--- src/hdl/adcgs_pkg.sv ---
// constants for the converter control and gain select block
package adcgs_pkg;

    // ==========================================================
    // bus and register map
    localparam int unsigned ADDR_W        = 8;
    localparam int unsigned DATA_W        = 32;
    localparam logic [7:0]  OFF_CTRL      = 8'h00;
    localparam logic [7:0]  OFF_RES_HIGH  = 8'h04;
    localparam logic [7:0]  OFF_RES_LOW   = 8'h08;
    localparam logic [7:0]  OFF_GAIN      = 8'h0C;
    localparam logic [1:0]  RESP_OKAY     = 2'h0;
    localparam logic [1:0]  RESP_SLVERR   = 2'h2;

    // ==========================================================
    // control register fields
    localparam int unsigned CTRL_BUSY     = 0;
    localparam int unsigned CTRL_PSC      = 1;
    localparam int unsigned CTRL_MUX      = 2;
    localparam int unsigned CTRL_MODE     = 3;
    localparam int unsigned CTRL_CH_LO    = 4;
    localparam int unsigned CTRL_CH_HI    = 7;
    localparam logic [7:0]  CTRL_RESET    = 8'h00;

    // ==========================================================
    // gain register fields
    localparam int unsigned GAIN_CODE_LO  = 0;
    localparam int unsigned GAIN_CODE_HI  = 2;
    localparam int unsigned GAIN_TRIM     = 5;
    localparam int unsigned GAIN_TS_EN    = 6;
    localparam int unsigned GAIN_STANDALONE_AMPLIFIER_EN  = 7;
    localparam logic [7:0]  GAIN_WR_MASK  = 8'hE7;
    localparam logic [7:0]  GAIN_RESET    = 8'h00;

    // ==========================================================
    // result layout
    localparam int unsigned RES_W         = 10;
    localparam int unsigned RES_LOW_POS   = 6;

    // ==========================================================
    // channel codes
    localparam logic [3:0]  CH_TEMP       = 4'h7;
    localparam logic [3:0]  CH_UNUSED_A   = 4'h8;
    localparam logic [3:0]  CH_UNUSED_B   = 4'h9;
    localparam logic [3:0]  CH_FIRST_EXT  = 4'hA;
    localparam logic [3:0]  CH_PAIR_UNUSED = 4'hC;
    localparam logic [3:0]  CH_MUX_MINUS  = 4'hD;
    localparam logic [3:0]  CH_MUX_OUT    = 4'hE;
    localparam logic [3:0]  CH_ADC_IN     = 4'hF;
    localparam int unsigned NUM_CH        = 16;

    // ==========================================================
    // prescaler
    localparam int unsigned PSC_DIV_SLOW  = 16;
    localparam int unsigned PSC_CNT_W     = 4;
    localparam logic [3:0]  PSC_LAST      = 4'(PSC_DIV_SLOW - 1);

    typedef enum logic {ADCGS_IDLE, ADCGS_CONV} adcgs_state_t;

endpackage : adcgs_pkg

--- src/hdl/adcgs_sel_if.sv ---
// channel and amplifier selection carrier between control and decode
`timescale 1ns/10ps
interface adcgs_sel_if;
    logic [3:0]  chan_code;
    logic        diff;
    logic        mux;
    logic [2:0]  gain_code;
    logic        trim;
    logic        ts_en;
    logic        busy;
    logic [15:0] pos_en;
    logic [15:0] neg_en;
    logic        ts_sel;
    logic        mux_pin_en;
    logic        adin_pin_en;
    logic        pga_en;
    logic        pga_open;
    logic        chan_valid;

    modport ctrl (output chan_code, diff, mux, gain_code, trim, ts_en, busy,
                  input  pos_en, neg_en, ts_sel, mux_pin_en, adin_pin_en, pga_en, pga_open, chan_valid);
    modport dec  (input  chan_code, diff, mux, gain_code, trim, ts_en, busy,
                  output pos_en, neg_en, ts_sel, mux_pin_en, adin_pin_en, pga_en, pga_open, chan_valid);
endinterface : adcgs_sel_if

--- src/hdl/adcgs_prescale.sv ---
// converter clock prescaler, divide by one or sixteen
`timescale 1ns/10ps
module adcgs_prescale (
    input  wire logic aclk,
    input  wire logic aresetn,
    input  wire logic ce,
    input  wire logic run,
    input  wire logic div16,
    output logic      tick
);
    logic [adcgs_pkg::PSC_CNT_W-1:0] cnt_q;

    // ==========================================================
    // divider, held in reset while idle
    always_ff @(posedge aclk) begin
        if (!aresetn) begin
            cnt_q <= '0;
        end else if (ce) begin
            if (!run) begin
                cnt_q <= '0;
            end else begin
                cnt_q <= cnt_q + 4'h1;
            end
        end
    end

    always_ff @(posedge aclk) begin
        if (!aresetn) begin
            tick <= 1'b0;
        end else if (ce) begin
            if (!run) begin
                tick <= 1'b0;
            end else if (div16) begin
                tick <= (cnt_q == adcgs_pkg::PSC_LAST);
            end else begin
                tick <= 1'b1;
            end
        end
    end
endmodule : adcgs_prescale

--- src/hdl/adcgs_decode.sv ---
// channel routing and amplifier configuration decode
`timescale 1ns/10ps
module adcgs_decode (
    adcgs_sel_if.dec s
);
    logic amp_on;
    logic path_on;

    always_comb begin
        amp_on        = s.trim | (s.gain_code != 3'h0);
        path_on       = s.busy | s.mux | amp_on;
        s.pga_en      = amp_on;
        s.pga_open    = s.trim;
        s.pos_en      = '0;
        s.neg_en      = '0;
        s.ts_sel      = 1'b0;
        s.chan_valid  = 1'b0;
        s.mux_pin_en  = s.mux & path_on;
        s.adin_pin_en = s.mux & path_on;
        if (s.chan_code == adcgs_pkg::CH_TEMP) begin
            if (!s.diff && !s.mux && s.ts_en) begin
                s.ts_sel     = path_on;
                s.chan_valid = 1'b1;
            end
        end else if (s.chan_code >= adcgs_pkg::CH_FIRST_EXT) begin
            s.chan_valid = 1'b1;
            if (s.mux && (s.chan_code == adcgs_pkg::CH_MUX_OUT || s.chan_code == adcgs_pkg::CH_ADC_IN)) begin
                s.chan_valid = 1'b0;
            end
            if (s.mux && s.diff && (s.chan_code == adcgs_pkg::CH_PAIR_UNUSED
                                    || s.chan_code == adcgs_pkg::CH_MUX_MINUS)) begin
                s.chan_valid = 1'b0;
            end
            if (s.chan_valid && path_on) begin
                s.pos_en[s.chan_code] = 1'b1;
                if (s.diff) begin
                    s.neg_en[{s.chan_code[3:1], ~s.chan_code[0]}] = 1'b1;
                end
            end
        end
    end
endmodule : adcgs_decode

--- src/hdl/adcgs_top.sv ---
// converter control and gain select with an AXI4-Lite register slave
// Behaviour
// - mux routing: 14 mux out, 15 converter in
// - routing on: no temperature sensor, 8/9 unused
// - mode 0 single-ended, 1 differential
// - prescaler 0 divides by 1, 1 by 16
// - idle busy stops prescaler and converter clock
// - writing busy one starts with current settings
// - completion clears busy, powers converter down
// - restart needs zero write then one write
// - idle gates channels unless routing or amplifier
// - result split high 9:2, low 1:0 top
// - results writable, unreset, loaded at completion
// - gain register fields, reset zero, reserved zero
// - gain code map, trim forces open loop
// - trim shorts amplifier inputs for trimming
// - control register field layout
// - reset clears control, converter powered down
// - channel and differential pair code map
//
// Added by the designer: register access over AXI4-Lite and the register addresses.
`timescale 1ns/10ps
module adcgs_top (
    input  wire logic        aclk,
    input  wire logic        aresetn,
    input  wire logic        ce,
    input  wire logic [7:0]  s_axi_awaddr,
    input  wire logic [2:0]  s_axi_awprot,
    input  wire logic        s_axi_awvalid,
    output logic             s_axi_awready,
    input  wire logic [31:0] s_axi_wdata,
    input  wire logic [3:0]  s_axi_wstrb,
    input  wire logic        s_axi_wvalid,
    output logic             s_axi_wready,
    output logic [1:0]       s_axi_bresp,
    output logic             s_axi_bvalid,
    input  wire logic        s_axi_bready,
    input  wire logic [7:0]  s_axi_araddr,
    input  wire logic [2:0]  s_axi_arprot,
    input  wire logic        s_axi_arvalid,
    output logic             s_axi_arready,
    output logic [31:0]      s_axi_rdata,
    output logic [1:0]       s_axi_rresp,
    output logic             s_axi_rvalid,
    input  wire logic        s_axi_rready,
    output logic             conv_clk_en,
    output logic             conv_power,
    output logic             conv_start,
    output logic             conv_abort,
    input  wire logic        conv_done,
    input  wire logic [9:0]  conv_data,
    output logic [15:0]      pos_chan_en,
    output logic [15:0]      neg_chan_en,
    output logic             temp_sensor_sel,
    output logic             temp_sensor_on,
    output logic             mux_out_pin_en,
    output logic             adc_in_pin_en,
    output logic             diff_mode,
    output logic             pga_enable,
    output logic             pga_open_loop,
    output logic [2:0]       pga_gain_code,
    output logic             standalone_amp_on
);
    adcgs_pkg::adcgs_state_t st_q;
    logic [7:0]  ctrl_q;
    logic [7:1]  snap_q;
    logic [7:0]  gain_q;
    logic [7:0]  res_high_q;
    logic [1:0]  res_low_q;
    logic        wr_fire;
    logic        rd_fire;
    logic        wr_ctrl;
    logic        busy;
    logic        start_req;
    logic        abort_req;
    logic        done_now;
    logic [7:0]  cfg;
    logic        psc_tick;
    logic [7:0]  rd_val;
    logic        rd_hit;
    logic        wr_hit;

    adcgs_sel_if sel ();

    // ==========================================================
    // write and read handshakes
    assign busy          = (st_q == adcgs_pkg::ADCGS_CONV);
    assign wr_fire       = ce & s_axi_awvalid & s_axi_wvalid & ~s_axi_bvalid;
    assign s_axi_awready = wr_fire;
    assign s_axi_wready  = wr_fire;
    assign rd_fire       = ce & s_axi_arvalid & ~s_axi_rvalid;
    assign s_axi_arready = rd_fire;
    assign wr_ctrl       = wr_fire & s_axi_wstrb[0] & (s_axi_awaddr == adcgs_pkg::OFF_CTRL);
    assign start_req     = wr_ctrl & s_axi_wdata[adcgs_pkg::CTRL_BUSY] & ~busy;
    assign abort_req     = wr_ctrl & ~s_axi_wdata[adcgs_pkg::CTRL_BUSY] & busy;
    assign done_now      = busy & conv_done;

    always_comb begin
        wr_hit = 1'b1;
        if (s_axi_awaddr == adcgs_pkg::OFF_CTRL) begin
            wr_hit = 1'b1;
        end else if (s_axi_awaddr == adcgs_pkg::OFF_RES_HIGH) begin
            wr_hit = 1'b1;
        end else if (s_axi_awaddr == adcgs_pkg::OFF_RES_LOW) begin
            wr_hit = 1'b1;
        end else if (s_axi_awaddr == adcgs_pkg::OFF_GAIN) begin
            wr_hit = 1'b1;
        end else begin
            wr_hit = 1'b0;
        end
    end

    always_ff @(posedge aclk) begin
        if (!aresetn) begin
            s_axi_bvalid <= 1'b0;
            s_axi_bresp  <= adcgs_pkg::RESP_OKAY;
        end else if (ce) begin
            if (wr_fire) begin
                s_axi_bvalid <= 1'b1;
                s_axi_bresp  <= wr_hit ? adcgs_pkg::RESP_OKAY : adcgs_pkg::RESP_SLVERR;
            end else if (s_axi_bready) begin
                s_axi_bvalid <= 1'b0;
            end
        end
    end

    // ==========================================================
    // read mux
    always_comb begin
        rd_hit = 1'b1;
        rd_val = 8'h00;
        if (s_axi_araddr == adcgs_pkg::OFF_CTRL) begin
            rd_val = {ctrl_q[7:1], busy};
        end else if (s_axi_araddr == adcgs_pkg::OFF_RES_HIGH) begin
            rd_val = res_high_q;
        end else if (s_axi_araddr == adcgs_pkg::OFF_RES_LOW) begin
            rd_val = {res_low_q, 6'h00};
        end else if (s_axi_araddr == adcgs_pkg::OFF_GAIN) begin
            rd_val = gain_q;
        end else begin
            rd_hit = 1'b0;
        end
    end

    always_ff @(posedge aclk) begin
        if (!aresetn) begin
            s_axi_rvalid <= 1'b0;
            s_axi_rdata  <= 32'h0000_0000;
            s_axi_rresp  <= adcgs_pkg::RESP_OKAY;
        end else if (ce) begin
            if (rd_fire) begin
                s_axi_rvalid <= 1'b1;
                s_axi_rdata  <= {24'h00_0000, rd_val};
                s_axi_rresp  <= rd_hit ? adcgs_pkg::RESP_OKAY : adcgs_pkg::RESP_SLVERR;
            end else if (s_axi_rready) begin
                s_axi_rvalid <= 1'b0;
            end
        end
    end

    // ==========================================================
    // control register and conversion state
    always_ff @(posedge aclk) begin
        if (!aresetn) begin
            ctrl_q <= adcgs_pkg::CTRL_RESET;
        end else if (ce) begin
            if (wr_ctrl) begin
                ctrl_q <= s_axi_wdata[7:0];
            end
        end
    end

    always_ff @(posedge aclk) begin
        if (!aresetn) begin
            st_q <= adcgs_pkg::ADCGS_IDLE;
        end else if (ce) begin
            case (st_q)
                adcgs_pkg::ADCGS_IDLE: begin
                    if (start_req) begin
                        st_q <= adcgs_pkg::ADCGS_CONV;
                    end
                end
                adcgs_pkg::ADCGS_CONV: begin
                    if (abort_req) begin
                        st_q <= adcgs_pkg::ADCGS_IDLE;
                    end else if (conv_done) begin
                        st_q <= adcgs_pkg::ADCGS_IDLE;
                    end
                end
                default: begin
                    st_q <= adcgs_pkg::ADCGS_IDLE;
                end
            endcase
        end
    end

    always_ff @(posedge aclk) begin
        if (!aresetn) begin
            snap_q <= 7'h00;
        end else if (ce) begin
            if (start_req) begin
                snap_q <= s_axi_wdata[7:1];
            end
        end
    end

    always_ff @(posedge aclk) begin
        if (!aresetn) begin
            conv_start <= 1'b0;
            conv_abort <= 1'b0;
        end else if (ce) begin
            conv_start <= start_req;
            conv_abort <= abort_req;
        end
    end

    // ==========================================================
    // gain register
    always_ff @(posedge aclk) begin
        if (!aresetn) begin
            gain_q <= adcgs_pkg::GAIN_RESET;
        end else if (ce) begin
            if (wr_fire && s_axi_wstrb[0] && s_axi_awaddr == adcgs_pkg::OFF_GAIN) begin
                gain_q <= s_axi_wdata[7:0] & adcgs_pkg::GAIN_WR_MASK;
            end
        end
    end

    // ==========================================================
    // result registers, no reset
    always_ff @(posedge aclk) begin
        if (ce) begin
            if (done_now) begin
                res_high_q <= conv_data[9:2];
                res_low_q  <= conv_data[1:0];
            end else if (wr_fire && s_axi_wstrb[0]) begin
                if (s_axi_awaddr == adcgs_pkg::OFF_RES_HIGH) begin
                    res_high_q <= s_axi_wdata[7:0];
                end else if (s_axi_awaddr == adcgs_pkg::OFF_RES_LOW) begin
                    res_low_q <= s_axi_wdata[7:6];
                end
            end
        end
    end

    // ==========================================================
    // selection decode, live settings while idle
    assign cfg           = busy ? {snap_q, 1'b1} : {ctrl_q[7:1], 1'b0};
    assign sel.chan_code = cfg[adcgs_pkg::CTRL_CH_HI:adcgs_pkg::CTRL_CH_LO];
    assign sel.diff      = cfg[adcgs_pkg::CTRL_MODE];
    assign sel.mux       = cfg[adcgs_pkg::CTRL_MUX];
    assign sel.gain_code = gain_q[adcgs_pkg::GAIN_CODE_HI:adcgs_pkg::GAIN_CODE_LO];
    assign sel.trim      = gain_q[adcgs_pkg::GAIN_TRIM];
    assign sel.ts_en     = gain_q[adcgs_pkg::GAIN_TS_EN];
    assign sel.busy      = busy;

    adcgs_decode u_decode (
        .s (sel.dec)
    );

    adcgs_prescale u_prescale (
        .aclk    (aclk),
        .aresetn (aresetn),
        .ce      (ce),
        .run     (busy),
        .div16   (snap_q[adcgs_pkg::CTRL_PSC]),
        .tick    (psc_tick)
    );

    // ==========================================================
    // registered analog controls
    always_ff @(posedge aclk) begin
        if (!aresetn) begin
            conv_clk_en       <= 1'b0;
            conv_power        <= 1'b0;
            pos_chan_en       <= 16'h0000;
            neg_chan_en       <= 16'h0000;
            temp_sensor_sel   <= 1'b0;
            temp_sensor_on    <= 1'b0;
            mux_out_pin_en    <= 1'b0;
            adc_in_pin_en     <= 1'b0;
            diff_mode         <= 1'b0;
            pga_enable        <= 1'b0;
            pga_open_loop     <= 1'b0;
            pga_gain_code     <= 3'h0;
            standalone_amp_on <= 1'b0;
        end else if (ce) begin
            conv_clk_en       <= psc_tick & busy & ~done_now & ~abort_req;
            conv_power        <= (busy & ~done_now & ~abort_req) | start_req;
            pos_chan_en       <= sel.pos_en;
            neg_chan_en       <= sel.neg_en;
            temp_sensor_sel   <= sel.ts_sel;
            temp_sensor_on    <= sel.ts_en;
            mux_out_pin_en    <= sel.mux_pin_en;
            adc_in_pin_en     <= sel.adin_pin_en;
            diff_mode         <= sel.diff;
            pga_enable        <= sel.pga_en;
            pga_open_loop     <= sel.pga_open;
            pga_gain_code     <= sel.gain_code;
            standalone_amp_on <= gain_q[adcgs_pkg::GAIN_STANDALONE_AMPLIFIER_EN];
        end
    end
endmodule : adcgs_top

--- config.mk ---
export PLATFORM = sky130hd
export DESIGN_NAME = adcgs_top
export DESIGN_NICKNAME = d
export VERILOG_FILES = /design/src/hdl/adcgs_pkg.sv /design/src/hdl/adcgs_sel_if.sv /design/src/hdl/adcgs_prescale.sv /design/src/hdl/adcgs_decode.sv /design/src/hdl/adcgs_top.sv
export SDC_FILE = /design/constraint.sdc
export NUM_CORES = 1
export LEC_CHECK = 0
export BUFFER_PORTS_ARGS = -buffer_cell sky130_fd_sc_hd__buf_2
export CORE_ASPECT_RATIO = 0.5
export CORE_MARGIN = 2
export CORE_UTILIZATION = 50
export CTS_BUF_LIST = sky130_fd_sc_hd__clkbuf_8 sky130_fd_sc_hd__clkbuf_16
export CTS_CLUSTER_DIAMETER = 30
export DETAILED_ROUTE_END_ITERATION = 16
export PLACE_DENSITY = 0.8
export SETUP_SLACK_MARGIN = 0.5
export SYNTH_ARGS = -nofsm -noshare
export SYNTH_HDL_FRONTEND = slang
export SYNTH_HIERARCHICAL = 1
export SYNTH_SLANG_ARGS = --single-unit
--- constraint.sdc ---
create_clock -name aclk -period 3.5 [get_ports aclk]
set_clock_uncertainty 0.1 [all_clocks]
set_input_delay 0.35 -clock aclk [delete_from_list [all_inputs] [get_ports aclk]]
set_output_delay 0.35 -clock aclk [all_outputs]
set_load 0.03 [all_outputs]
Word level (Yosys, flattened, before mapping) --
Cells that the tools add are included.
Storage, ports and cells: register bits 97, input bits 77, word-level logic and storage cells 156
Operators by class: $add $sub $neg 1, magnitude comparators 5, equality and inequality tests 13, muxes and demuxes 50, bitwise operators 29, reduce and logical (&&, ||, !) cells 31
Operators with widths (count):
- two-way mux 16 bit | 7
- two-way mux 8 bit | 8
- equality test 8 x 4 -> 1 bit, second input constant | 4
- two-way mux 1 bit | 25
- equality test 4 bit, second input constant | 5
- AND 1 bit | 18
- equality test 8 x 3 -> 1 bit, second input constant | 2
- zero test 8 bit | 2
- AND reduction 2 bit | 7
- two-way mux 2 bit | 6
- logical AND 1 bit | 10
- < comparator 4 x 5 -> 1 bit, second input constant | 2
- nonzero test 2 bit | 5
- demux 1 bit (select 4 bit) | 2
- greater-or-equal comparator 4 x 1 -> 1 bit, second input constant | 2
- inverter 1 bit | 7
- adder 4 x 1 -> 4 bit, second input constant | 1
- equality test 4 x 3 -> 1 bit, second input constant | 1
- greater-or-equal comparator 4 bit, second input constant | 1
- two-way mux 4 bit | 1
- bitwise OR 1 bit | 4
- AND reduction 4 bit | 1
- AND reduction 3 bit | 1
- nonzero test 3 bit | 1
- other kinds (4) | 6

Logic depth before layout (Yosys ltp) --
Gate-level depths: netlist of run 1.
word-level depth 12, gate-level depth with buffers 9, mapped depth without buffers 6

Modules after synthesis --
Netlist of run 1, hierarchy kept.
Modules (own cells, without submodules):
- adcgs_top | instances 1, cells each 372, area an instance 4031.4 sq um, seq. area each 1901.8 sq um
- adcgs_decode | instances 1, cells each 54, area an instance 364.1 sq um, seq. area each 0.0 sq um
- adcgs_prescale | instances 1, cells each 27, area an instance 250.2 sq um, seq. area each 100.1 sq um

Worst setup path before layout of run 1 --
Ideal clock, no wire load.
path type flip-flop to flip-flop, start point register st_q, in the netlist busy, end point register neg_chan_en[13], setup time 0.065 ns, arrival time 2.256 ns, data required time 3.335 ns, path slack 1.079 ns, cell stages (with the launch flop) 9, clock period less this slack 2.421 ns, path through dfxtp_1 buf_2 buf_1 mux2_2 o21ai_0 o2111ai_4 nor4b_1 mux2i_1 nor2b_1
Between the ends: longest elaborated chain between the ends 12
Ends and longest elaborated chain:
- start: declaration | RTL line adcgs_top.sv:64 | adcgs_pkg::adcgs_state_t st_q;
- start signal: assignment | RTL line adcgs_top.sv:175 | st_q <= adcgs_pkg::ADCGS_IDLE;
- start signal: assignment | RTL line adcgs_top.sv:180 | st_q <= adcgs_pkg::ADCGS_CONV;
- start signal: assignment | RTL line adcgs_top.sv:185 | st_q <= adcgs_pkg::ADCGS_IDLE;
- two-way mux 8 bit * | RTL line adcgs_top.sv:248 | assign cfg = busy ? {snap_q, 1'b1} : {ctrl_q[7:1], 1'b0};
- net cfg[5] | RTL line adcgs_top.sv:77 | logic [7:0] cfg;
- parallel branches: the longest is 10 deep, another holds < comparator 4 x 5 -> 1 bit
- two-way mux 16 bit * | RTL line adcgs_decode.sv:20 | if (s.chan_code == adcgs_pkg::CH_TEMP) begin
- net sel.neg_en[13] | RTL line adcgs_sel_if.sv:12 | logic [15:0] neg_en;
- end signal: assignment | RTL line adcgs_top.sv:291 | neg_chan_en <= sel.neg_en;
- end: declaration | RTL line adcgs_top.sv:53 | output logic [15:0] neg_chan_en,
Mark *: on every way through the listed nets, which the timed path passes. The select of a mux whose other input is x is not followed. A chain may end at the register's enable or synchronous reset.

Worst setup path in the final report of run 1 --
Ends and elaborated chain as after synthesis.

==> results.sh, run 1 <==
export IMPL_status="complete, but fails checks"
export IMPL_violations="DRC"
export IMPL_tightest_slew_ns=0.9233
export IMPL_timing_rr_start="busy"
export IMPL_start_kind="flip-flop"
export IMPL_hpwl_um=6670
export IMPL_clk_path_buf_depth=2
export IMPL_io_pins=165
export IMPL_critPathRequiredTime_ns=3.67
export IMPL_post_cts_buffers=0
export IMPL_final_core_util=0.6001
export IMPL_gp_congestion=0.7808
export IMPL_initial_core_util=0.5227
export IMPL_rr_endpoint="neg_chan_en[13]"
export IMPL_clkTransAtPathRegs_ns=0.06
export IMPL_grt_max_degree=62
export IMPL_ff2ff_path_depth=6
export IMPL_max_slew_margin=0.3844
export IMPL_power_density_nw_per_um2=442.8
export IMPL_grt_pass1_vias=3135
export IMPL_wl_um=9484
export IMPL_timing_final_crit_period_ns=2.157
export IMPL_cts_hold_buf=0
export IMPL_final_max_slew_viol_count=0
export IMPL_rows=24
export IMPL_power_leakage_nw=2.535
export IMPL_critPathLaunch="busy"
export IMPL_fmaxAchievable_mhz=463.6
export IMPL_drc=12
export IMPL_period_share=0.6164
export IMPL_fp_dieH_um=72.05
export IMPL_h_tree_depth=3
export IMPL_die_area_sq_um=10090
export IMPL_crit_fanout=10
export IMPL_worstPathArrival_ns=2.33
export IMPL_drt_iter0_drc=165
export IMPL_syn_inst=451
export IMPL_register_area_sq_um=2002
export IMPL_cts_tree="yes"
export IMPL_cts_root_buf="clkbuf_16"
export IMPL_grt_pass1_wl_um=15440
export IMPL_diodes=0
export IMPL_nets=618
export IMPL_hold_violations=0
export IMPL_insertion_delay_ns=0.33
export IMPL_rsz0062_at_grt="false"
export IMPL_drv_cap=0
export IMPL_critPathCapture="neg_chan_en[13]"
export IMPL_numPortBuffers=105
export IMPL_setup_viol=0
export IMPL_final_antenna_net_count=0
export IMPL_fillers=760
export IMPL_vdd_drop_max_uv=270.6
export IMPL_post_synth_cell_area_avg_sq_um=10.27
export IMPL_grt_use_total=0.1946
export IMPL_setup_tns_ns=0
export IMPL_end_kind="flip-flop"
export IMPL_cts_sinks=95
export IMPL_routedWlPerCell_um=14.33
export IMPL_dr_pass1_iters=11
export IMPL_r2r_slack_ns=1.34
export IMPL_drive_above_1_share=0.2807
export IMPL_overflow=0
export IMPL_syn2layout_area_growth_pct=14.81
export IMPL_numCtsBuffers=9
export IMPL_viasPerCell=4.890
export IMPL_die_width_um=140.1
export IMPL_synth_area_sq_um=4631
export IMPL_yosys_warnings=6
export IMPL_core_area_sq_um=8859
export IMPL_ctsResizeCount=0
export IMPL_multi_input_area_sq_um=2295
export IMPL_critPathKind="flip-flop to flip-flop"
export IMPL_vias=3237
export IMPL_antenna_found_initial=0
export IMPL_hp_class="input pin to flip-flop"
[final cells by class]
cell class | instances | area share
tap | 117 | 0.02754
sequential | 95 | 0.3766
timing repair buffer | 109 | 0.1045
multi-input combinational | 323 | 0.4316
inverter | 2 | 0.001412
clock buffer | 12 | 0.05013
clock inverter | 4 | 0.008237
[worst min path at each step]
stage / to / cells after the start / slack [ns] / startpoint
after floorplan: u_prescale/tick / 1 / 0.37 / aresetn
after detailed placement: conv_clk_en / 2 / 0.36 / conv_clk_en
after CTS: snap_q[4] / 3 / 0.20 / s_axi_wdata[4]
final: ctrl_q[3] / 3 / 0.21 / s_axi_wdata[3]
after global placement: conv_clk_en / 2 / 0.35 / conv_clk_en
after global routing: res_high_q[1] / 2 / 0.20 / conv_data[3]
[cells in the final DEF (no fill, tap or decap), types with 3 or more instances in the layout]
| cell type | n |
|---|---|
| nor3_1 | 3 |
| dfxtp_1 | 85 |
| buf_2 | 105 |
| edfxtp_1 | 10 |
| clkbuf_16 | 9 |
| and3_1 | 5 |
| inv_1 | 3 |
| nand2_1 | 27 |
| conb_1 | 46 |
| nor2_1 | 12 |
| a22oi_1 | 4 |
| and2_1 | 6 |
| mux2i_1 | 66 |
| nand3b_1 | 4 |
| a21boi_0 | 5 |
| nand3_1 | 10 |
| clkbuf_8 | 3 |
| o21a_1 | 3 |
| buf_4 | 4 |
| o21ai_0 | 7 |
| nand2b_1 | 5 |
| mux2_2 | 16 |
| nor2b_1 | 69 |
[through the flow]
stage               cells  power (mW)  area, sq um  hold slack (ns)  worst slack, ns
global placement      646       1.369         5006           0.3484            1.286
finish                662       2.354         5316           0.2098            1.343
global route          662       2.443         5316           0.2008            1.084
CTS                   662       2.378         5316           0.2016            1.322
floorplan             495       1.349         4796           0.3675            1.120
detailed placement    646       1.373         5006           0.3575            1.230
[per-layer routing]
layer | GRT usage | wire, um | vias up
li1 | - | - | 1624
met1 | 0.2457 | 4409 | 1512
met2 | 0.3300 | 4446 | 91
met3 | 0.05677 | 535 | 10
met4 | 0.05948 | 93 | 0
met5 | 0 | 0 | -
[sequential cells by signal, indices dropped and copies added, names as in the netlist, 2 cells and up]
| signal | flops |
|---|---|
| neg_chan_en | 16 |
| pos_chan_en | 16 |
| res_high_q | 8 |
| s_axi_rdata | 8 |
| ctrl_q | 7 |
| snap_q | 7 |
| gain_q | 6 |
| u_prescale/cnt_q | 4 |
| pga_gain_code | 3 |
| res_low_q | 2 |
[critical path, stage by stage (launching register included)]
cell,delay [ns]
dfxtp_1,0.41
mux2_2,0.46
o21ai_0,0.31
o2111ai_4,0.25
nor4b_1,0.32
mux2i_1,0.11
nor2b_1,0.13
[power by group]
group	switching, mW	total (mW)	leakage [nW]	internal (mW)
Clock	0.398	1.01	0.160	0.607
Combinational	0.150	0.226	1.60	0.0760
Sequential	0.00770	1.12	0.779	1.12
No activity file was read; power rests on OpenSTA's default activity.
==> inputs of run 2 (changes only) <==
- CORE_UTILIZATION: 50 -> 45
- PLACE_DENSITY: 0.8 -> 0.76
- clock period: 3.5 -> 1.8 ns (I/O delays scaled with it)
==> results.sh, run 2 (same netlist as run 1, synthesis figures left out) <==
export IMPL_drc=0
export IMPL_grt_pass1_wl_um=16650
export IMPL_whs_ns=0.02474
export IMPL_fp_dieH_um=75.73
export IMPL_hpwl_um=7029
export IMPL_drt_met1_wl_um=4813
export IMPL_syn2layout_area_growth_pct=33.18
export IMPL_overflow=0
export IMPL_rsz0062_at_grt="true"
export IMPL_rows=26
export IMPL_top_layer="met4"
export IMPL_io_pins=165
export IMPL_wl_met3_um=583
export IMPL_place_inst=691
export IMPL_dr_pass1_iters=4
export IMPL_cts_sinks=95
export IMPL_final_core_util=0.6096
export IMPL_timing_rr_start="busy"
export IMPL_die_width_um=147.5
export IMPL_start_kind="flip-flop"
export IMPL_vias=3482
export IMPL_max_slew_margin=0.5749
export IMPL_end_kind="flip-flop"
export IMPL_combPwrFrac=0.110
export IMPL_timing_final_crit_period_ns=1.864
export IMPL_critPathRequiredTime_ns=1.94
export IMPL_initial_core_util=0.4577
export IMPL_ff2ff_path_depth=7
export IMPL_drv_cap=0
export IMPL_viasPerCell=4.776
export IMPL_clkPwrFrac=0.426
export IMPL_worstPathArrival_ns=2.00
export IMPL_cts_root_buf="clkbuf_16"
export IMPL_cts_tree="yes"
export IMPL_violations="setup timing"
export IMPL_hold_depth=3
export IMPL_diodes=0
export IMPL_setup_viol=10
export IMPL_met2_length_um=5234
export IMPL_setup_tns_ns=-0.2088
export IMPL_hp_class="input pin to flip-flop"
export IMPL_antenna_found_initial=0
export IMPL_numCtsBuffers=9
export IMPL_critPathKind="flip-flop to flip-flop"
export IMPL_largestRegisters="neg_chan_en: 16 flops, pos_chan_en: 16 flops"
export IMPL_insertion_delay_ns=0.34
export IMPL_final_antenna_net_count=0
export IMPL_clkTransAtPathRegs_ns=0.07
export IMPL_swShare=0.2413
export IMPL_status="complete, but fails checks"
export IMPL_fmaxAchievable_mhz=536.4
export IMPL_clk_path_buf_depth=2
export IMPL_seq_power_share=0.464
export IMPL_p_int_mw=3.566
export IMPL_nets=662
export IMPL_h_tree_depth=3
export IMPL_p_switching_mw=1.135
export IMPL_rr_endpoint="pos_chan_en[12]"
export IMPL_wl_um=10770
export IMPL_power_density_nw_per_um2=762.2
export IMPL_hold_end="ctrl_q[3]"
export IMPL_routedWlPerCell_um=14.77
export IMPL_period_share=1.036
export IMPL_die_area_sq_um=11170
export IMPL_hold_violations=0
export IMPL_drive_above_1_share=0.3973
export IMPL_grt_pass1_vias=3377
export IMPL_drt_iter0_drc=162
export IMPL_core_area_sq_um=10120
export IMPL_power_leakage_nw=2.892
export IMPL_gp_congestion=0.8019
export IMPL_grt_use_total=0.1935
export IMPL_layout_common_cells="102 x buf_2, 79 x dfxtp_1, 68 x nor2b_1, 66 x mux2i_1, 46 x conb_1"
export IMPL_final_setup_worst_slack_ns=-0.06413
export IMPL_vdd_drop_max_uv=480.0
export IMPL_stdcell_count=729
export IMPL_crit_fanout=5
export IMPL_worst_hold_startpoint="s_axi_wdata[3]"
export IMPL_numPortBuffers=105
export IMPL_r2r_slack_ns=-0.06
export IMPL_mostFrequentLayoutCell="buf_2"
export IMPL_grt_max_degree=62
export IMPL_tightest_slew_ns=0.6377
export IMPL_final_max_slew_viol_count=0
export IMPL_p_total_mw=4.701
run 2: worst max-delay path by stage:
stage	slack [ns]	end	depth (start not counted)	startpoint
2_1_floorplan	-0.12	neg_chan_en[13]	8	busy
3_3_place_gp	-0.0004	pos_chan_en[14]	7	busy
3_5_place_dp	-0.05	pos_chan_en[12]	7	busy
4_1_cts	-0.02	pos_chan_en[12]	7	busy
5_1_grt	-0.12	pos_chan_en[14]	7	busy
6_report	-0.06	pos_chan_en[12]	7	busy
run 2: worst max-delay path, cell delays in order (launching register included):
cell	delay [ns]
dfxtp_4	0.37
mux2_4	0.31
or2_4	0.25
o2111ai_4	0.31
buf_6	0.16
nor3_2	0.04
mux2i_1	0.16
nor2b_1	0.06
run 2: through the flow:
stage	cell area, sq um	setup slack (ns)
floorplan	4946	-0.1246
finish	6167	-0.06413
global placement	5360	-0.0004040
CTS	6027	-0.02399
detailed placement	5360	-0.04955
global route	6167	-0.1209
run 2: repair_timing:
action,in CTS,in global routing
pin swaps,7,12
resized for setup,58,23
endpoints found under the hold margin,0,0
setup endpoints to repair,69,77
hold buffers,0,0
setup buffers,15,7
run 2: power by group through the flow:
stage	registers, mW	logic [mW]	clock network, mW
after floorplan	2.29	0.342	0
after global placement	2.23	0.464	0
after detailed placement	2.23	0.470	0
after CTS	2.18	0.504	2.05
after global routing	2.18	0.555	2.13
final	2.18	0.517	2.00
run 2: cell type report:
cell class	count	area, sq um
Sequential cell	95	2017
Fill cell	849	3950
Tap cell	140	175.2
Timing Repair Buffer	153	1087
Clock buffer	9	225.2
Inverter	2	10.01
Clock inverter	7	88.84
Multi-Input combinational cell	323	2564
run 2: routing by layer:
metal	GRT usage	vias up
met5	0	-
met2	0.3551	97
met4	0.05342	0
li1	-	1728
met3	0.05389	14
met1	0.2300	1643
